$ cat src/hdl/shift_latch_pkg.sv
/*
 * shared constants and types for the two-wire shift/output latch target
 * assumes a single 250 MHz clock domain samples every pin
 */
package shift_latch_pkg;

	// ==========================================================
	// address byte layout
	localparam logic [3:0] GROUP_ID        = 4'hC;
	localparam int         GROUP_MSB       = 7;
	localparam int         GROUP_LSB       = 4;
	localparam int         SELECT_MSB      = 3;
	localparam int         SELECT_LSB      = 1;
	localparam int         RW_BIT          = 0;

	// ==========================================================
	// subaddresses
	localparam logic [7:0] DATA_SHIFT_REGISTER_OFFSET = 8'h11;
	localparam logic [7:0] SUB_TRANSFER    = 8'h22;
	localparam logic [7:0] SUB_WRITE_XFER  = 8'h44;

	// ==========================================================
	// reset values and counts
	localparam logic [7:0] SHIFT_RESET     = 8'h00;
	localparam logic [7:0] OUTPUT_RESET    = 8'h00;
	localparam logic [3:0] BITS_PER_BYTE   = 4'h8;
	localparam logic [3:0] LAST_SEND_BIT   = 4'h7;

	// ==========================================================
	// byte position within a transaction
	localparam logic [1:0] BYTE_ADDR       = 2'h0;
	localparam logic [1:0] BYTE_SUB        = 2'h1;
	localparam logic [1:0] BYTE_DATA       = 2'h2;

	// ==========================================================
	// types
	typedef enum logic [4:0] {
		ST_IDLE   = 5'h01,
		ST_RECV   = 5'h02,
		ST_ACK    = 5'h04,
		ST_SEND   = 5'h08,
		ST_IGNORE = 5'h10
	} state_t;

	// every pin sampled from outside the clock domain
	typedef struct packed {
		logic       scl;
		logic       sda;
		logic [2:0] select;
	} pins_t;

endpackage

$ cat src/hdl/shift_latch_target.sv
/*
 * two-wire serial target with an 8-bit data shift register feeding an
 * 8-bit output storage register that drives eight low-side switches
 * assumes scl, sda and the select pins are asynchronous to ref_clk and
 * that the serial clock is far slower than ref_clk
 */
// What this block does
// RL1 - address byte must be group 1100, select pins, then read/write bit
// RL2 - subaddress 11H with read returns the data shift register
// RL3 - subaddress 11H with write loads shift register, output unchanged
// RL4 - subaddress 22H write copies shift register into output register
// RL5 - 22H copy happens in subaddress acknowledge; later data byte ignored
// RL6 - 44H write loads data then copies to output in its acknowledge
// RL7 - 44H with read bit set ignores data and transfer
// RL8 - other subaddresses change no register
// RL9 - undefined subaddress: address acked, subaddress and data not acked
// RL10 - write with 11H or 44H acks address, subaddress and data
// RL11 - read and 22H transfer ack only address and subaddress
// RL12 - shift register holds until transfer; output register sets switches
// RL13 - controller sends start, address, subaddress, optional data, stop
// RL14 - start is sda fall with scl high; stop is sda rise with scl high
// RL15 - transaction ends at stop or once the data byte is received
// RL16 - address mismatch: no acknowledge, ignore bus until next start
// RL17 - both registers clear to zero at reset
`timescale 1ns/1ps

module shift_latch_target (
	// clock and reset
	input  wire logic       ref_clk,
	input  wire logic       reset,
	// serial bus, open drain data
	input  wire logic       scl,
	input  wire logic       sdaIn,
	output logic            sdaOut,
	output logic            sdaOeN,
	// device select pins
	input  wire logic [2:0] selectPins,
	// switch drive, high turns a switch on
	output logic      [7:0] switchOn
);

	// ==========================================================
	// pin synchronisers
	shift_latch_pkg::pins_t pinRaw;
	shift_latch_pkg::pins_t sync1_q, sync1_d;
	shift_latch_pkg::pins_t sync2_q, sync2_d;
	shift_latch_pkg::pins_t sync3_q, sync3_d;
	shift_latch_pkg::pins_t filt_q, filt_d;
	shift_latch_pkg::pins_t prev_q, prev_d;

	assign pinRaw = '{scl: scl, sda: sdaIn, select: selectPins};

	always_comb begin
		sync1_d = pinRaw;
		sync2_d = sync1_q;
		sync3_d = sync2_q;
		// a change counts once stages two and three agree
		filt_d  = (sync2_q & sync3_q) | (filt_q & (sync2_q ^ sync3_q));
		prev_d  = filt_q;
	end

	always_ff @(posedge ref_clk) begin
		if (reset) begin
			sync1_q <= '{scl: 1'b1, sda: 1'b1, select: 3'h0};
			sync2_q <= '{scl: 1'b1, sda: 1'b1, select: 3'h0};
			sync3_q <= '{scl: 1'b1, sda: 1'b1, select: 3'h0};
			filt_q  <= '{scl: 1'b1, sda: 1'b1, select: 3'h0};
			prev_q  <= '{scl: 1'b1, sda: 1'b1, select: 3'h0};
		end else begin
			sync1_q <= sync1_d;
			sync2_q <= sync2_d;
			sync3_q <= sync3_d;
			filt_q  <= filt_d;
			prev_q  <= prev_d;
		end
	end

	// ==========================================================
	// bus events
	logic sclRise, sclFall, startSeen, stopSeen;

	assign sclRise   = filt_q.scl & ~prev_q.scl;
	assign sclFall   = ~filt_q.scl & prev_q.scl;
	assign startSeen = filt_q.scl & prev_q.scl & prev_q.sda & ~filt_q.sda; // RL14
	assign stopSeen  = filt_q.scl & prev_q.scl & ~prev_q.sda & filt_q.sda; // RL14

	// ==========================================================
	// transaction engine
	shift_latch_pkg::state_t state_q, state_d;
	logic [1:0] byteIdx_q, byteIdx_d;
	logic [3:0] bitCnt_q, bitCnt_d;
	logic [7:0] rxByte_q, rxByte_d;
	logic [7:0] txByte_q, txByte_d;
	logic [7:0] sub_q, sub_d;
	logic       rw_q, rw_d;
	logic [7:0] dataShift_q, dataShift_d;
	logic [7:0] outStore_q, outStore_d;

	logic       byteDone, addrMatch, subValid, isWrite;

	assign byteDone  = (state_q == shift_latch_pkg::ST_RECV) && sclFall &&
		(bitCnt_q == shift_latch_pkg::BITS_PER_BYTE);
	assign addrMatch = (rxByte_q[shift_latch_pkg::GROUP_MSB:
		shift_latch_pkg::GROUP_LSB] == shift_latch_pkg::GROUP_ID) &&
		(rxByte_q[shift_latch_pkg::SELECT_MSB:shift_latch_pkg::SELECT_LSB]
		== filt_q.select); // RL1
	assign subValid  =
		(rxByte_q == shift_latch_pkg::DATA_SHIFT_REGISTER_OFFSET) ||
		(rxByte_q == shift_latch_pkg::SUB_TRANSFER) ||
		(rxByte_q == shift_latch_pkg::SUB_WRITE_XFER);
	assign isWrite   = ~rw_q;

	always_comb begin
		state_d     = state_q;
		byteIdx_d   = byteIdx_q;
		bitCnt_d    = bitCnt_q;
		rxByte_d    = rxByte_q;
		txByte_d    = txByte_q;
		sub_d       = sub_q;
		rw_d        = rw_q;
		dataShift_d = dataShift_q; // RL12
		outStore_d  = outStore_q; // RL12
		if (startSeen) begin
			state_d   = shift_latch_pkg::ST_RECV;
			byteIdx_d = shift_latch_pkg::BYTE_ADDR;
			bitCnt_d  = 4'h0;
		end else if (stopSeen) begin
			state_d = shift_latch_pkg::ST_IDLE; // RL15
		end else begin
			case (state_q)
				shift_latch_pkg::ST_RECV: begin
					if (sclRise && bitCnt_q != shift_latch_pkg::BITS_PER_BYTE) begin
						// most significant bit arrives first
						rxByte_d = {rxByte_q[6:0], filt_q.sda}; // RL13
						bitCnt_d = bitCnt_q + 4'h1;
					end else if (byteDone) begin
						bitCnt_d = 4'h0;
						state_d  = shift_latch_pkg::ST_IGNORE; // RL7 RL8
						case (byteIdx_q)
							shift_latch_pkg::BYTE_ADDR: begin
								rw_d = rxByte_q[shift_latch_pkg::RW_BIT];
								if (addrMatch) begin
									state_d = shift_latch_pkg::ST_ACK; // RL1
								end
							end
							shift_latch_pkg::BYTE_SUB: begin
								sub_d = rxByte_q;
								if (subValid) begin
									state_d = shift_latch_pkg::ST_ACK; // RL9
									if (isWrite && rxByte_q == shift_latch_pkg::SUB_TRANSFER) begin
										outStore_d = dataShift_q; // RL4 RL5
									end
								end
							end
							shift_latch_pkg::BYTE_DATA: begin
								if (isWrite &&
									sub_q == shift_latch_pkg::DATA_SHIFT_REGISTER_OFFSET) begin
									dataShift_d = rxByte_q; // RL3
									state_d     = shift_latch_pkg::ST_ACK; // RL10
								end else if (isWrite &&
									sub_q == shift_latch_pkg::SUB_WRITE_XFER) begin
									dataShift_d = rxByte_q; // RL6
									outStore_d  = rxByte_q; // RL6
									state_d     = shift_latch_pkg::ST_ACK; // RL10
								end
							end
							default: begin
								state_d = shift_latch_pkg::ST_IGNORE;
							end
						endcase
					end
				end
				shift_latch_pkg::ST_ACK: begin
					if (sclFall) begin
						bitCnt_d  = 4'h0;
						byteIdx_d = byteIdx_q + 2'h1;
						state_d   = shift_latch_pkg::ST_RECV;
						if (byteIdx_q == shift_latch_pkg::BYTE_DATA) begin
							state_d = shift_latch_pkg::ST_IGNORE; // RL15
						end else if (byteIdx_q == shift_latch_pkg::BYTE_SUB &&
							sub_q == shift_latch_pkg::DATA_SHIFT_REGISTER_OFFSET &&
							rw_q) begin
							state_d  = shift_latch_pkg::ST_SEND; // RL2
							txByte_d = dataShift_q; // RL2
						end else if (byteIdx_q == shift_latch_pkg::BYTE_SUB &&
							sub_q == shift_latch_pkg::SUB_TRANSFER) begin
							state_d = shift_latch_pkg::ST_IGNORE; // RL5 RL11
						end
					end
				end
				shift_latch_pkg::ST_SEND: begin
					if (sclFall) begin
						txByte_d = {txByte_q[6:0], 1'b0};
						bitCnt_d = bitCnt_q + 4'h1;
						if (bitCnt_q == shift_latch_pkg::LAST_SEND_BIT) begin
							state_d = shift_latch_pkg::ST_IGNORE; // RL11
						end
					end
				end
				shift_latch_pkg::ST_IDLE, shift_latch_pkg::ST_IGNORE: begin
					state_d = state_q; // RL16
				end
				default: begin
					state_d = shift_latch_pkg::ST_IDLE;
				end
			endcase
		end
	end

	always_ff @(posedge ref_clk) begin
		if (reset) begin
			state_q     <= shift_latch_pkg::ST_IDLE;
			byteIdx_q   <= shift_latch_pkg::BYTE_ADDR;
			bitCnt_q    <= 4'h0;
			rxByte_q    <= 8'h00;
			txByte_q    <= 8'h00;
			sub_q       <= 8'h00;
			rw_q        <= 1'b0;
			dataShift_q <= shift_latch_pkg::SHIFT_RESET; // RL17
			outStore_q  <= shift_latch_pkg::OUTPUT_RESET; // RL17
		end else begin
			state_q     <= state_d;
			byteIdx_q   <= byteIdx_d;
			bitCnt_q    <= bitCnt_d;
			rxByte_q    <= rxByte_d;
			txByte_q    <= txByte_d;
			sub_q       <= sub_d;
			rw_q        <= rw_d;
			dataShift_q <= dataShift_d;
			outStore_q  <= outStore_d;
		end
	end

	// ==========================================================
	// pin drive
	assign sdaOut   = 1'b0;
	assign sdaOeN   = ~((state_q == shift_latch_pkg::ST_ACK) ||
		((state_q == shift_latch_pkg::ST_SEND) && ~txByte_q[7])); // RL10 RL2
	assign switchOn = outStore_q; // RL12
endmodule

$ cat config.mk
export PLATFORM = sky130hd
export DESIGN_NAME = shift_latch_target
export DESIGN_NICKNAME = d
export VERILOG_FILES = /design/src/hdl/shift_latch_pkg.sv /design/src/hdl/shift_latch_target.sv
export SDC_FILE = /design/constraint.sdc
export NUM_CORES = 1
export LEC_CHECK = 0
export BUFFER_PORTS_ARGS = -buffer_cell sky130_fd_sc_hd__buf_2
export CAP_MARGIN = 20
export CORE_ASPECT_RATIO = 1.4
export CORE_MARGIN = 2
export CORE_UTILIZATION = 41
export DETAILED_ROUTE_END_ITERATION = 6
export HOLD_SLACK_MARGIN = 0.05
export PLACE_DENSITY_LB_ADDON = 0.15
export REMOVE_ABC_BUFFERS = 1
export SYNTH_ARGS = -nofsm -noshare
export SYNTH_HDL_FRONTEND = slang
export SYNTH_SLANG_ARGS = --single-unit
export TNS_END_PERCENT = 10
$ cat constraint.sdc
create_clock -name ref_clk -period 2.4 [get_ports ref_clk]
set_input_delay 0.12 -clock ref_clk [delete_from_list [all_inputs] [get_ports ref_clk]]
set_output_delay 0.12 -clock ref_clk [all_outputs]
set_load 0.005 [all_outputs]
==> qor.csv <==
stage,metric,value,unit
outcome,status,"complete, no violations",
global_routing,grt ovf,0,
final_layout,final core occ,49.4,%
yosys,"Seq/Total Area, Yosys",43.6,%
yosys,"Cell Area, Synth",3400,um^2
detailed_routing,1st-iter DRT viols,80,
critical_path,critical-path cell list,or3_4 -> or3_1 -> o31a_1 -> or3_1 -> a21oi_1,
worst_hold_path,Hold Path Sink,byteIdx_q[1],
critical_path,Setup crit end kind,flop,
floorplan,Core Region,8100,um^2
critical_path,WP data required,2.66,ns
yosys,#FFs+latches synth,74,
clock_tree,htree depth,3,
final_layout,final-stage net count,413,
power_and_ir_drop,Design Power,2.89,mW
worst_hold_path,hold path start,reset,
clock_tree,cts bufs inserted,9,
detailed_routing,post-route antenna net violation count,0,
detailed_routing,Wirelength per Cell,15.4,um
power_and_ir_drop,peak supply drop,0.512,mV
floorplan,die width,80.9,um
critical_path,worst reg2reg path startpoint,state_q[4],
critical_path,Crit Path Class,reg2reg,
clock_tree,Clock Tree Root,clkbuf_16,
clock_tree,clk sinks,74,
final_layout,Layout Cells excl Fill,502,
critical_path,slowest library cell on the worst path,o31a_1,
global_routing,first-pass GRT wire length,12.9,mm
floorplan,# rows,39,
place,DP Cell Count,481,
critical_path,cell family with most CP delay,simple AND/OR/NAND/NOR gates,
final_layout,layout cell share with drive strength beyond 1,17.0,%
detailed_routing,vias,2726,
yosys,"EDFF count, synth",0,
power_and_ir_drop,Pleak,1.66,nW
power_and_ir_drop,Power Dens Cells,723,nW/um^2
timing,RSZ-0062 raised after global routing,false,
clock_tree,CTS tree,built,
detailed_routing,# DRC,0,
clock_tree,Post-CTS Hold Buffers,5,
place,dpl hpwl,5.39,mm
timing,ratio of final minimum period to clock period,93.3,%
timing,"Setup violations, final",0,
clock_tree,setup bufs post-CTS,0,
critical_path,r2r setup slk,0.16,ns
yosys,Synth Flop Type,dfxtp_1,
critical_path,Reg-to-Reg End,txByte_q[7],
critical_path,Worst Path Max Fanout,16,
detailed_routing,DR pass1 iterations,5,
floorplan,die footprint,9040,um^2
yosys,syn avg cell area,9.23,um^2
place,RePlAce Congestion,0.877,
worst_hold_path,worst hold path type,in2reg,
timing,Slew @ Worst Pin,0.505,ns
critical_path,R2R cell count,5,
floorplan,Ports,17,
clock_tree,clock transition at the registers of the reported paths,0.06,ns
global_routing,vias in the first global route,2639,
timing,WHS,0.309,ns
timing,Fmax,446,MHz
clock_tree,number of gates resized after CTS,0,
yosys,Synth cell types,53,
critical_path,largest stage delay on the critical path,0.47,ns
yosys,Syn Inst Count,368,
floorplan,Initial Utilization,42.0,%
final_layout,area delta synth->final,17.7,%
timing,Final Critical Period,2.24,ns
timing,setup tns final,0,ns
timing,relative slew slack,66.1,%
global_routing,initial antenna violation count,0,
yosys,Yosys Warn Count,0,
timing,Max Slew Vio Count,0,
critical_path,CP dominant cell by count,or3_1,
global_routing,GRT Resource Usage Total,18.6,%
floorplan,Die Ht,112,um
timing,Final Hold Viols,0,
detailed_routing,final wirelength,7.74,mm
detailed_routing,drt via density,5.43,
critical_path,"Arr. time, crit path",2.50,ns
global_routing,pin count of the biggest net entering global routing,34,
yosys,async set or reset register ratio after synthesis,0,%
job,Max Cap Violations,0,
critical_path,startpoint types,flop,
place,# port buffers,15,
final_layout,Ant. Diodes,0,
worst_hold_path,Hold Path Stages,3,
clock_tree,CTS max path bufs,2,
timing,Layout Skew,0.00543,ns
critical_path,WP buf/inv,0,
clock_tree,Clock Latency Late Sink,0.34,ns
## area by class of cell
class | count | area, um^2
fill | 831 | 4100
inverter | 8 | 30.0
tap | 102 | 128
clock inverter | 5 | 53.8
clock buffer | 11 | 243
sequential | 74 | 1480
multi-input combinational | 263 | 1790
timing repair buffer | 39 | 280
## where the power goes
| group | internal, mW | leakage, nW | switching (mW) |
|---|---|---|---|
| clock network | 0.829 | 0.149 | 0.508 |
| logic | 0.123 | 0.912 | 0.141 |
| registers | 1.26 | 0.600 | 0.0315 |
| total | 2.21 | 1.66 | 0.680 |
## through the flow
stage / area (um^2) / setup slack, ns
6_report: 4000 / 0.160
5_1_grt: 4000 / 0.105
4_1_cts: 4000 / 0.192
3_5_place_dp: 3650 / 0.215
3_3_place_gp: 3650 / 0.240
2_1_floorplan: 3300 / -0.580
## cell families (layout without fill, tap and decap cells)
family / Yosys count / after routing / share of synthesized area [%]
buffers and inverters: 31 / 63 / 3.87
AOI/OAI and AO/OA: 69 / 69 / 13.2
adders and majority gates: 11 / 11 / 4.05
DFF: 74 / 74 / 43.6
other: 1 / 1 / 0.110
muxes: 40 / 40 / 12.1
and+or+nand+nor: 137 / 137 / 21.8
xor gates and xnor gates: 5 / 5 / 1.29
## flip-flops by register name, indices dropped and copies added (netlist names)
register / flops
dataShift_q: 8
rxByte_q: 8
sub_q: 8
switchOn: 8
txByte_q: 8
filt_q: 5
state_q: 5
sync1_q: 5
sync2_q: 5
sync3_q: 5
bitCnt_q: 4
byteIdx_q: 2
prev_q: 2
rw_q: 1
## synth_stat cells (8+ instances only)
library cell / count / share of area [%]
or2_2: 9 / 1.7
ha_1: 11 / 4.1
inv_1: 8 / 0.88
mux2i_1: 32 / 9.4
nand3_1: 15 / 2.2
nor3_1: 8 / 1.2
nor2b_1: 12 / 2.2
nand2_1: 17 / 1.9
o21ai_0: 15 / 2.2
clkbuf_1: 15 / 1.7
dfxtp_1: 74 / 44
nor2_1: 36 / 4.0
a21oi_1: 23 / 3.4
mux2_2: 8 / 2.7
or3_1: 12 / 2.2
## worst max path at each step
stage                     from     endpoint  slack, ns  cells past startpoint
global placement    state_q[4]  txByte_q[1]       0.24                      5
CTS                 state_q[4]  txByte_q[7]       0.19                      5
floorplan           state_q[4]  switchOn[0]      -0.58                      5
finish              state_q[4]  txByte_q[7]       0.16                      5
global route        state_q[4]  txByte_q[1]       0.11                      5
detailed placement  state_q[4]  txByte_q[7]       0.21                      5
## cells in the final DEF (no fill, tap or decap), types with 3 or more instances in the layout
master         instances
a211o_1                4
a211oi_1               5
a21oi_1               23
buf_2                 15
buf_4                 18
clkbuf_16              9
clkinv_2               3
dfxtp_1               74
dlygate4sd3_1          5
ha_1                  11
inv_1                  8
mux2_2                 8
mux2i_1               32
nand2_1               17
nand2b_1               3
nand3_1               15
nand3b_1               4
nand4_1                4
nor2_1                36
nor2b_1               12
nor3_1                 8
nor4_1                 3
o211ai_1               3
o21ai_0               15
or2_2                  9
or3_1                 12
or4_1                  4
xnor2_1                3
## worst register-to-register path: stages, from the launching register on
cell,delay (ns)
dfxtp_1,0.35
or3_4,0.43
or3_1,0.35
o31a_1,0.47
or3_1,0.42
a21oi_1,0.15
## routing by layer
metal	part of all wire [%]	GRT usage, %
met1	44	21.3
met2	51	31.7
met3	2.9	4.62
met4	2.8	8.93
met5	0	0
Note: power is estimated with default switching activity, not from simulation.
